==> src/rtl/spp_pkg.sv <==
// Constants, types and encodings for the secondary PCI port block.
// Assumes one system clock and a synchronous active-high reset.
// Summary of operation
// RULE_01: Park AD and CBE when idle and granted.
// RULE_02: Initiator drives address, then write data.
// RULE_03: Initiator drives command in address phase.
// RULE_04: Initiator drives byte enables every data phase.
// RULE_05: Claim with device select only on decode hit.
// RULE_06: Master abort without device select in five clocks.
// RULE_07: Drive control deasserted one clock, then release.
// RULE_08: Frame marks start; deassert at final phase.
// RULE_09: Initiator ready held until data phase completes.
// RULE_10: Claim Type 0 configuration when select asserted.
// RULE_11: Interrupt on doorbell, queue, page, power events.
// RULE_12: Per-source masks; release when events clear.
package spp_pkg;
  localparam int AD_W = 32;
  localparam int CBE_W = 4;
  localparam int EV_W = 4;
  localparam int SYNC_W = AD_W + CBE_W + 6;
  localparam logic [SYNC_W-1:0] SYNC_RST = {{(SYNC_W-1){1'b1}}, 1'b0};
  localparam int DEVSEL_LIMIT = 5;
  // Pins reach the counter two clocks late, so the wait is stretched to
  // give a target that claims on the fifth clock its full time.
  localparam int SYNC_LAG = 2;
  localparam logic [3:0] CNT_LIMIT = 4'(DEVSEL_LIMIT + SYNC_LAG);
  localparam logic [3:0] CNT_ZERO = 4'h0;
  localparam logic [3:0] CNT_ONE = 4'h1;
  localparam logic [AD_W-1:0] PARK_AD = 32'h0000_0000;
  localparam logic [CBE_W-1:0] PARK_CBE = 4'h0;
  localparam logic [3:0] CMD_CFG_RD = 4'ha;
  localparam logic [3:0] CMD_CFG_WR = 4'hb;
  localparam logic [3:0] CMD_MEM_RD = 4'h6;
  localparam logic [3:0] CMD_MEM_WR = 4'h7;
  localparam logic [1:0] TYPE0 = 2'h0;
  localparam int EV_DOORBELL = 0;
  localparam int EV_QUEUE = 1;
  localparam int EV_PAGE = 2;
  localparam int EV_POWER = 3;

  typedef struct packed {
    logic [3:0] cmd;
    logic [AD_W-1:0] addr;
    logic [AD_W-1:0] data;
    logic [CBE_W-1:0] be;
  } spp_req_s;

  typedef struct packed {
    logic [3:0] cmd;
    logic [AD_W-1:0] addr;
  } spp_hit_s;

  typedef enum logic [1:0] {
    INI_IDLE = 2'b00,
    INI_ADDR = 2'b01,
    INI_DATA = 2'b10,
    INI_TURN = 2'b11
  } spp_ini_e;

  typedef enum logic [1:0] {
    TGT_IDLE = 2'b00,
    TGT_CLAIM = 2'b01,
    TGT_TURN = 2'b10
  } spp_tgt_e;
endpackage : spp_pkg

==> src/rtl/spp_sync.sv <==
// Two-stage synchroniser for a group of pin inputs.
// Assumes the inputs are asynchronous to clk_sys_in.
`timescale 1ns/1ps
module spp_sync #(
  parameter int W = 1,
  parameter logic [W-1:0] RST_VAL = '0
) (
  input wire logic clk_sys_in,
  input wire logic srst_in,
  input wire logic [W-1:0] d_in,
  output logic [W-1:0] q_out
);
  logic [W-1:0] stage1;
  logic [W-1:0] next_stage1;
  logic [W-1:0] next_q;

  always_comb begin
    next_stage1 = srst_in ? RST_VAL : d_in;
    next_q = srst_in ? RST_VAL : stage1;
  end

  always_ff @(posedge clk_sys_in) begin
    stage1 <= next_stage1;
    q_out <= next_q;
  end
endmodule : spp_sync

==> src/rtl/spp_port.sv <==
// Secondary PCI port: initiator, target claim, parking and interrupt.
// Assumes external pull-ups; oe_n low means this module drives the pin.
// Single data phase transactions only; all pins seen through spp_sync.
`timescale 1ns/1ps
module spp_port (
  input wire logic clk_sys_in,
  input wire logic srst_in,
  input wire logic [31:0] ad_in,
  output logic [31:0] ad_out,
  output logic ad_oe_n_out,
  input wire logic [3:0] cbe_n_in,
  output logic [3:0] cbe_n_out,
  output logic cbe_oe_n_out,
  input wire logic frame_n_in,
  output logic frame_n_out,
  output logic frame_oe_n_out,
  input wire logic irdy_n_in,
  output logic irdy_n_out,
  output logic irdy_oe_n_out,
  input wire logic devsel_n_in,
  output logic devsel_n_out,
  output logic devsel_oe_n_out,
  input wire logic trdy_n_in,
  input wire logic gnt_n_in,
  input wire logic idsel_in,
  output logic inta_n_out,
  output logic inta_oe_n_out,
  input wire logic req_valid_in,
  input wire spp_pkg::spp_req_s req_in,
  output logic req_ready_out,
  output logic done_out,
  output logic mabort_out,
  output logic [31:0] rdata_out,
  input wire logic [31:0] tgt_base_in,
  input wire logic [31:0] tgt_mask_in,
  output logic tgt_hit_out,
  output spp_pkg::spp_hit_s tgt_info_out,
  input wire logic [3:0] ev_set_in,
  input wire logic [3:0] ev_clear_in,
  input wire logic [3:0] ev_mask_in,
  output logic [3:0] ev_status_out
);
  logic [spp_pkg::SYNC_W-1:0] sync_q;
  logic [31:0] s_ad;
  logic [3:0] s_cbe;
  logic s_frame_n, s_irdy_n, s_devsel_n, s_trdy_n, s_gnt_n, s_idsel;
  logic frame_prev, next_frame_prev;

  spp_sync #(
    .W(spp_pkg::SYNC_W),
    .RST_VAL(spp_pkg::SYNC_RST)
  ) u_sync (
    .clk_sys_in(clk_sys_in),
    .srst_in(srst_in),
    .d_in({ad_in, cbe_n_in, frame_n_in, irdy_n_in, devsel_n_in,
           trdy_n_in, gnt_n_in, idsel_in}),
    .q_out(sync_q)
  );

  assign {s_ad, s_cbe, s_frame_n, s_irdy_n, s_devsel_n, s_trdy_n, s_gnt_n,
          s_idsel} = sync_q;

  function automatic logic is_type0_cfg(input logic [3:0] cmd,
                                        input logic [1:0] low);
    is_type0_cfg = (cmd == spp_pkg::CMD_CFG_RD ||
                    cmd == spp_pkg::CMD_CFG_WR) && low == spp_pkg::TYPE0;
  endfunction : is_type0_cfg

  function automatic logic is_mem(input logic [3:0] cmd);
    is_mem = cmd == spp_pkg::CMD_MEM_RD || cmd == spp_pkg::CMD_MEM_WR;
  endfunction : is_mem

  // Initiator and pin drive state.
  spp_pkg::spp_ini_e ini, next_ini;
  spp_pkg::spp_req_s cur, next_cur;
  logic [3:0] cnt, next_cnt;
  logic next_req_ready, next_done, next_mabort;
  logic [31:0] next_rdata, next_ad;
  logic [3:0] next_cbe;
  logic next_ad_oe_n, next_cbe_oe_n;
  logic next_frame_n, next_frame_oe_n, next_irdy_n, next_irdy_oe_n;
  logic bus_idle, own_grant, tgt_busy;

  assign bus_idle = s_frame_n && s_irdy_n;
  assign own_grant = !s_gnt_n;

  always_comb begin
    next_ini = ini;
    next_cur = cur;
    next_cnt = cnt;
    next_req_ready = 1'b0;
    next_done = 1'b0;
    next_mabort = 1'b0;
    next_rdata = rdata_out;
    next_ad = spp_pkg::PARK_AD;
    next_cbe = spp_pkg::PARK_CBE;
    next_ad_oe_n = 1'b1;
    next_cbe_oe_n = 1'b1;
    next_frame_n = 1'b1;
    next_frame_oe_n = 1'b1;
    next_irdy_n = 1'b1;
    next_irdy_oe_n = 1'b1;
    case (ini)
      spp_pkg::INI_IDLE: begin
        if (bus_idle && own_grant && !tgt_busy) begin
          next_ad_oe_n = 1'b0; // RULE_01
          next_cbe_oe_n = 1'b0; // RULE_01
          if (req_valid_in) begin
            next_req_ready = 1'b1;
            next_cur = req_in;
            next_ini = spp_pkg::INI_ADDR;
            next_cnt = spp_pkg::CNT_ONE;
            next_frame_n = 1'b0; // RULE_08
            next_frame_oe_n = 1'b0;
            next_ad = req_in.addr; // RULE_02
            next_cbe = req_in.cmd; // RULE_03
          end
        end
      end
      spp_pkg::INI_ADDR: begin
        // One data phase, so frame goes high with irdy going low.
        next_ini = spp_pkg::INI_DATA;
        next_cnt = cnt + spp_pkg::CNT_ONE;
        next_frame_oe_n = 1'b0; // RULE_08
        next_irdy_n = 1'b0; // RULE_09
        next_irdy_oe_n = 1'b0;
        next_cbe = cur.be; // RULE_04
        next_cbe_oe_n = 1'b0;
        next_ad = cur.data; // RULE_02
        next_ad_oe_n = !cur.cmd[0]; // RULE_02
      end
      spp_pkg::INI_DATA: begin
        next_frame_oe_n = 1'b1; // RULE_07
        next_irdy_n = 1'b0; // RULE_09
        next_irdy_oe_n = 1'b0;
        next_cbe = cur.be; // RULE_04
        next_cbe_oe_n = 1'b0;
        next_ad = cur.data;
        next_ad_oe_n = !cur.cmd[0];
        if (!s_devsel_n && !s_trdy_n) begin
          next_ini = spp_pkg::INI_TURN;
          next_done = 1'b1;
          next_rdata = s_ad;
          next_irdy_n = 1'b1; // RULE_07
        end else if (s_devsel_n && cnt >= spp_pkg::CNT_LIMIT) begin
          next_ini = spp_pkg::INI_TURN; // RULE_06
          next_done = 1'b1;
          next_mabort = 1'b1; // RULE_06
          next_irdy_n = 1'b1; // RULE_07
        end else if (cnt < spp_pkg::CNT_LIMIT) begin
          next_cnt = cnt + spp_pkg::CNT_ONE;
        end
      end
      spp_pkg::INI_TURN: begin
        next_ini = spp_pkg::INI_IDLE; // RULE_07
        next_cnt = spp_pkg::CNT_ZERO;
      end
      default: next_ini = spp_pkg::INI_IDLE;
    endcase
    if (srst_in) begin
      next_ini = spp_pkg::INI_IDLE;
      next_cnt = spp_pkg::CNT_ZERO;
      next_rdata = spp_pkg::PARK_AD;
      next_ad_oe_n = 1'b1;
      next_cbe_oe_n = 1'b1;
      next_frame_oe_n = 1'b1;
      next_irdy_oe_n = 1'b1;
    end
  end

  always_ff @(posedge clk_sys_in) begin
    ini <= next_ini;
    cur <= next_cur;
    cnt <= next_cnt;
    req_ready_out <= next_req_ready;
    done_out <= next_done;
    mabort_out <= next_mabort;
    rdata_out <= next_rdata;
    ad_out <= next_ad;
    ad_oe_n_out <= next_ad_oe_n;
    cbe_n_out <= next_cbe;
    cbe_oe_n_out <= next_cbe_oe_n;
    frame_n_out <= next_frame_n;
    frame_oe_n_out <= next_frame_oe_n;
    irdy_n_out <= next_irdy_n;
    irdy_oe_n_out <= next_irdy_oe_n;
  end

  // Target claim; only transactions this port did not start are decoded.
  spp_pkg::spp_tgt_e tgt, next_tgt;
  logic next_devsel_n, next_devsel_oe_n, next_hit;
  spp_pkg::spp_hit_s next_info;
  logic addr_phase, decode_hit;

  assign tgt_busy = tgt != spp_pkg::TGT_IDLE;
  assign addr_phase = frame_prev && !s_frame_n && ini == spp_pkg::INI_IDLE;
  assign decode_hit = (s_idsel && is_type0_cfg(s_cbe, s_ad[1:0])) ||
                      (is_mem(s_cbe) &&
                       (s_ad & tgt_mask_in) == (tgt_base_in & tgt_mask_in));

  always_comb begin
    next_tgt = tgt;
    next_devsel_n = 1'b1;
    next_devsel_oe_n = 1'b1;
    next_hit = 1'b0;
    next_info = tgt_info_out;
    next_frame_prev = s_frame_n;
    case (tgt)
      spp_pkg::TGT_IDLE: begin
        if (addr_phase && decode_hit) begin // RULE_05 RULE_10
          next_tgt = spp_pkg::TGT_CLAIM;
          next_devsel_n = 1'b0; // RULE_05
          next_devsel_oe_n = 1'b0;
          next_hit = 1'b1;
          next_info = '{cmd: s_cbe, addr: s_ad};
        end
      end
      spp_pkg::TGT_CLAIM: begin
        next_devsel_oe_n = 1'b0;
        if (bus_idle) begin
          next_tgt = spp_pkg::TGT_TURN; // RULE_07
        end else begin
          next_devsel_n = 1'b0; // RULE_10
        end
      end
      spp_pkg::TGT_TURN: next_tgt = spp_pkg::TGT_IDLE; // RULE_07
      default: next_tgt = spp_pkg::TGT_IDLE;
    endcase
    if (srst_in) begin
      next_tgt = spp_pkg::TGT_IDLE;
      next_devsel_oe_n = 1'b1;
      next_hit = 1'b0;
      next_info = '0;
      next_frame_prev = 1'b1;
    end
  end

  always_ff @(posedge clk_sys_in) begin
    tgt <= next_tgt;
    devsel_n_out <= next_devsel_n;
    devsel_oe_n_out <= next_devsel_oe_n;
    tgt_hit_out <= next_hit;
    tgt_info_out <= next_info;
    frame_prev <= next_frame_prev;
  end

  // Interrupt events. The queue source is a live level, not sticky,
  // so the line drops as soon as the queue drains.
  logic [3:0] next_ev;
  logic next_inta_oe_n;

  always_comb begin
    next_ev = (ev_status_out & ~ev_clear_in) | ev_set_in; // RULE_11
    next_ev[spp_pkg::EV_QUEUE] = ev_set_in[spp_pkg::EV_QUEUE]; // RULE_12
    next_inta_oe_n = !(|(next_ev & ~ev_mask_in)); // RULE_12
    if (srst_in) begin
      next_ev = '0;
      next_inta_oe_n = 1'b1;
    end
  end

  always_ff @(posedge clk_sys_in) begin
    ev_status_out <= next_ev;
    inta_oe_n_out <= next_inta_oe_n;
    inta_n_out <= 1'b0;
  end
endmodule : spp_port

==> config.mk <==
export PLATFORM = sky130hd
export DESIGN_NAME = spp_port
export DESIGN_NICKNAME = d
export VERILOG_FILES = /design/src/rtl/spp_pkg.sv /design/src/rtl/spp_sync.sv /design/src/rtl/spp_port.sv
export SDC_FILE = /design/constraint.sdc
export NUM_CORES = 1
export LEC_CHECK = 0
export ABC_AREA = 0
export BUFFER_PORTS_ARGS = -buffer_cell sky130_fd_sc_hd__buf_2
export CAP_MARGIN = 30
export CORE_MARGIN = 10
export CORE_UTILIZATION = 54
export DETAILED_ROUTE_END_ITERATION = 6
export GPL_ROUTABILITY_DRIVEN = 0
export PLACE_DENSITY_LB_ADDON = 0.25
export SYNTH_ARGS = -nofsm -noshare
export SYNTH_HDL_FRONTEND = slang
export SYNTH_SLANG_ARGS = --single-unit
==> constraint.sdc <==
create_clock -name clk_sys_in -period 4.4 [get_ports clk_sys_in]
set_clock_uncertainty 0.05 [all_clocks]
set_input_delay 0.22 -clock clk_sys_in [delete_from_list [all_inputs] [get_ports clk_sys_in]]
set_output_delay 0.22 -clock clk_sys_in [all_outputs]
set_load 0.005 [all_outputs]
Word level (Yosys, flattened, before mapping):

Cells that the tools add are included.

* bits in registers: 251
* input bits: 193
* output and inout bits: 122

* add/subtract/negate cells: 1
* magnitude comparators: 2
* equality and inequality tests: 17
* muxes and demuxes: 36
* bitwise gates (word level): 9
* reductions and logical operators: 36

Operator list (count)
* $and A32 B32 Y32: 2
* $mux W32: 2
* $pmux W32 S2: 1
* $eq A32 B32 Y1: 1
* $mux W4: 7
* $pmux W4 S4: 1
* $ne A2 B2 Y1 const B: 7
* $mux W2: 6
* $pmux W1 S2: 6
* $logic_and A1 B1 Y1: 11
* $mux W1: 10
* $and A4 B4 Y4: 2
* $eq A4 B3 Y1 const B: 2
* $eq A4 B4 Y1 const B: 2
* $not A4 Y4: 2
* $pmux W2 S4: 1
* $pmux W4 S2: 1
* $reduce_and A2 Y1: 4
* $logic_not A1 Y1: 7
* $logic_not A2 Y1: 3
* $reduce_and A3 Y1: 2
* $reduce_or A2 Y1: 3
* $reduce_and A5 Y1: 1
* $add A4 B1 Y4 const B: 1
* other kinds (11): 16

Depth between registers and ports, before layout:

* word-level depth: 8
* depth in mapped cells: 10

By module:

From an unflattened synthesis, not the netlist that was laid out.

* cell total of the unflattened synthesis: 803
* area, all modules: 8829.7 um2

By module, submodules not included
* spp_port: instances 1, cells an instance 626, area each 6536.3 um2, sequential area each 3713.6 um2
* spp_sync: instances 1, cells an instance 177, area each 2293.4 um2, sequential area each 1681.6 um2

Least setup slack after synthesis:

Ideal clock, no wire load.

* path type: register to register
* from: reg tgt[1]
* to: reg cur[0] (netlist bit) (enable)
* library setup time: 0.416 ns
* data arrival time: 2.301 ns
* data required time: 3.934 ns
* setup slack: 1.633 ns
* cell stages (with the launch flop): 5
* path buffers: 1
* clock period less this slack: 2.767 ns
* path through: dfxtp_1 > or2_2 > nor3_1 > and3_1 > clkbuf_1

* word-level cells in the longest chain between the ends: 4

RTL lines
* start, declared: line spp_port.sv:190 `spp_pkg::spp_tgt_e tgt, next_tgt;`
* start signal, assigned: line spp_port.sv:239 `tgt <= next_tgt;`
* $reduce_bool A2 Y1: line spp_port.sv:195 `assign tgt_busy = tgt != spp_pkg::TGT_IDLE;`
* $logic_not A1 Y1: line spp_port.sv:105 `if (bus_idle && own_grant && !tgt_busy) begin`
* $logic_and A1 B1 Y1: line spp_port.sv:105
* $reduce_and A3 Y1 (no line)
* end signal, assigned: line spp_port.sv:173 `cur <= next_cur;`
* end, declared: line spp_port.sv:75 `spp_pkg::spp_req_s cur, next_cur;`

Every way passes these cells.
A chain may end at the register's enable or synchronous reset.

Worst setup path in the final report:

* from: reg ini[0]
* to: reg tgt_info_out[5] (netlist bit)

* word-level cells in the longest chain between the ends: 4

RTL lines
* start, declared: line spp_port.sv:74 `spp_pkg::spp_ini_e ini, next_ini;`
* start signal, assigned: line spp_port.sv:172 `ini <= next_ini;`
* $logic_not A2 Y1: line spp_port.sv:196 `assign addr_phase = frame_prev && !s_frame_n && ini == spp_pkg::INI_IDLE;`
* $logic_and A1 B1 Y1: line spp_port.sv:196
* $logic_and A1 B1 Y1: line spp_port.sv:210 `if (addr_phase && decode_hit) begin`
* $reduce_and A2 Y1 (no line)
* end signal, assigned: line spp_port.sv:243 `tgt_info_out <= next_info;`
* end, declared: line spp_port.sv:37 `output spp_pkg::spp_hit_s tgt_info_out,`

Every way passes these cells.

==> run summary <==
CTS root buf = clkbuf_16
antenna-violating nets left = 0
Worst path max stage delay = 410 ps
total core area = 0.0167 mm2
GRT Residual Overflow = 0
FP Rows = 47
Vias = 8756
path depth of the worst reg2reg path = 9
minimum clock period = 2880 ps
Max Cap Viol = 0
Most Used Layer, Global Route = met2
r2r setup slk = 1520 ps
EDFF count, synth = 37
CTS tree = built
Mapped Cells = 943
WL per Instance = 20.1 um
# IOs = 315
Critical R2R Launch = ini[0]
relative slew slack = 34.1%
slowest CP cell = and2_1
sequential-to-total area share from yosys stat = 58.2%
post-synthesis cell area = 0.00926 mm2
Die Y = 151 um
CTS clk-pin slew, worst paths = 60 ps
Worst setup EP type = flip-flop
PD cells = 423 mW/mm2
Final HPWL DP = 20400 um
Clock Sinks = 251
fillers = 1082
DIE WIDTH = 151 um
Setup CP Type = flip-flop to flip-flop
Peak supply drop = 0.346 mV
syn avg cell area = 9.82 um2
worst hold path endpoint = ev_status_out[1]
final net count = 1550
Synth async-reset ratio = 0%
share of cells above drive strength 1 = 33.2%
total negative slack = 0 ps
actual transition at the worst max-transition pin = 987 ps
Max Freq = 347 MHz
Global Route Usage Sum = 26.7%
largest net degree at the start of global routing = 106
CP cell instances = inv_1 -> ha_1 -> nand4b_2 -> a211oi_1 -> nand4_1 -> nor4_4 -> and2_1 -> buf_4 -> o311ai_0
Initial DRC Count = 759
Detailed Routing Iterations Pass 1 = 7
WP buf/inv = 2
Pins Over Slew Limit = 0
DRC violations left = 0
worst hold path cell count = 2
placed cell area = 0.0109 mm2
CP Data Required Time = 4700 ps
area added between synthesis and finish = 40.5%
CTS Buffer Depth = 3
vias in the first global route = 8673
final setup fails = 0
M3 GR Usage = 7.13%
critical path peak fanout = 27
total power = 5.51 mW
CTS H-tree lvls = 1
Worst Hold Class = input pin to flip-flop
port bufs = 312
Ys Warns = 0
RSZ-0062 raised after global routing = no
Top delay family on crit path = simple AND/OR/NAND/NOR gates
syn_nets = 1141
die area = 0.0228 mm2
WP data arrival = 3190 ps
design area = 0.0130 mm2
CTS buffer count = 26
Top FF cell, synth = dfxtp_1
startpoint types = flip-flop
Leakage = 5.63 nW
Yosys reg bits = 251
Post-CTS Repair Setup Buffers = 0
grt met2 use = 45.4%
Post-Route WL = 32100 um
min-delay src = srst_in
initial antenna violation count = 4
insertion delay to the later sink of the worst-skew pair = 540 ps
fin crit share = 65.5%
Via density = 5.50
reg2reg end = tgt_info_out[5]
met1 Track Usage GR = 32.3%
status = finished clean
final hold vios = 0
first-pass GRT wire length = 48100 um
Starting Density = 55.5%
Synth cell types = 51
==> how the worst max path moves through the flow <==
stage          slack (ps)         endpoint   start  depth (start not counted)
6_report             1520  tgt_info_out[5]  ini[0]                          9
5_1_grt              1210  tgt_info_out[5]  ini[0]                          9
4_1_cts              1510  tgt_info_out[5]  ini[0]                          9
3_5_place_dp         1530  tgt_info_out[5]  ini[0]                          9
3_3_place_gp         1600  tgt_info_out[2]  ini[0]                          9
2_1_floorplan        1630           cur[0]  tgt[1]                          4
==> per-stage QoR <==
| stage | std cells | hold slack (ps) | util (%) | worst slack (ps) |
|---|---|---|---|---|
| after global placement | 1419 | 341 | 65.4 | 1600 |
| after CTS | 1589 | 17.8 | 77.9 | 1510 |
| after floorplan | 943 | 269 | - | 1630 |
| after global routing | 1591 | 42.2 | 77.9 | 1210 |
| after detailed placement | 1419 | 342 | 65.4 | 1530 |
| final | 1593 | 31.4 | 77.9 | 1520 |
==> repair_timing <==
item,4_1_cts,5_1_grt
endpoints found under the hold margin,121,0
gates resized for setup,0,0
hold buffers,125,0
==> sequential cells by signal (all words and copies together) (netlist names), 2 cells and up <==
signal / cells
cnt: 4
u_sync.stage1: 42
rdata_out: 32
u_sync.q_out: 42
ini: 2
tgt_info_out: 36
cbe_n_out: 4
ad_out: 32
tgt: 2
ev_status_out: 4
cur: 37
==> placed cells by master, fill, tap and decap left out, types with 4 or more instances in the layout <==
| cell type | synthesis | routed |
|---|---|---|
| buf_2 | 3 | 311 |
| dfxtp_1 | 214 | 214 |
| dlygate4sd3_1 | 0 | 125 |
| nand2_1 | 113 | 113 |
| or2_2 | 84 | 84 |
| nor2_1 | 77 | 76 |
| a21oi_1 | 73 | 73 |
| a22oi_1 | 56 | 56 |
| nand3_1 | 39 | 39 |
| edfxtp_1 | 37 | 37 |
| and3_1 | 36 | 35 |
| xor2_1 | 32 | 32 |
| clkbuf_16 | 0 | 26 |
| o311ai_1 | 25 | 25 |
| inv_1 | 16 | 15 |
| buf_4 | 4 | 12 |
| o311ai_0 | 7 | 7 |
| clkbuf_1 | 55 | 7 |
| nor3_1 | 7 | 6 |
| o21ai_0 | 6 | 6 |
| ha_1 | 5 | 5 |
| clkinv_2 | 0 | 5 |
| diode_2 | 0 | 4 |
| nand4_1 | 4 | 4 |
| nor2b_1 | 4 | 4 |
| clkbuf_8 | 0 | 4 |
==> layout make-up <==
class / count / area [um2] / area share, %
Timing Repair Buffer: 448 / 2900 / 22.3
Multi-Input combinational cell: 609 / 3550 / 27.3
Antenna cell: 4 / 10.0 / 0.0769
Clock buffer: 37 / 732 / 5.62
Clock inverter: 8 / 93.8 / 0.721
Tap cell: 220 / 275 / 2.11
Inverter: 16 / 60.1 / 0.461
Sequential cell: 251 / 5400 / 41.5
==> routing by layer <==
metal	part of all wire, %	vias to the layer above
met5	0.041	-
met4	3.4	2
met3	10	76
met2	49	502
met1	38	4065
li1	-	4111
==> worst register-to-register path: stages, from the launching register on <==
cell and delay, ps:
dfxtp_1 330, inv_1 100, ha_1 290, nand4b_2 240, a211oi_1 240, nand4_1 170, nor4_4 290, and2_1 410
buf_4 390, o311ai_0 200
==> report_power, final <==
group	internal, mW	total (mW)	switching, mW	leakage (nW)
registers	2.52	2.60	0.0819	2.09
logic	0.372	0.776	0.404	3.14
clock network	1.22	2.13	0.907	0.407
total	4.11	5.51	1.39	5.63
==> kinds of logic after synthesis <==
group	after synthesis	share of synthesized area, %
xor+xnor	32	3.03
flops	251	58.2
buf+inv	83	3.65
compound gates	191	14.0
other cells	1	0.0405
mux	2	0.216
fa+ha+maj	5	0.675
simple gates	378	20.2
==> cells in the mapped netlist (all sizes together), types with 3 or more instances <==
cell type / number / area, um2
nor2: 77 / 289
ha: 5 / 62.6
and3: 36 / 225
nand3: 39 / 195
nand2: 113 / 424
and2: 3 / 18.8
xor2: 32 / 280
nor2b: 4 / 25.0
o311ai: 32 / 280
a21o: 3 / 22.5
a221oi: 3 / 26.3
nand4: 4 / 25.0
a22oi: 56 / 420
clkbuf: 55 / 206
o21ai: 6 / 30.0
edfxtp: 37 / 1110
a21oi: 73 / 365
or2: 84 / 526
dfxtp: 214 / 4280
inv: 16 / 60.1
nor3: 8 / 45.0
buf: 12 / 71.3
(Power assumes the default switching activity.)
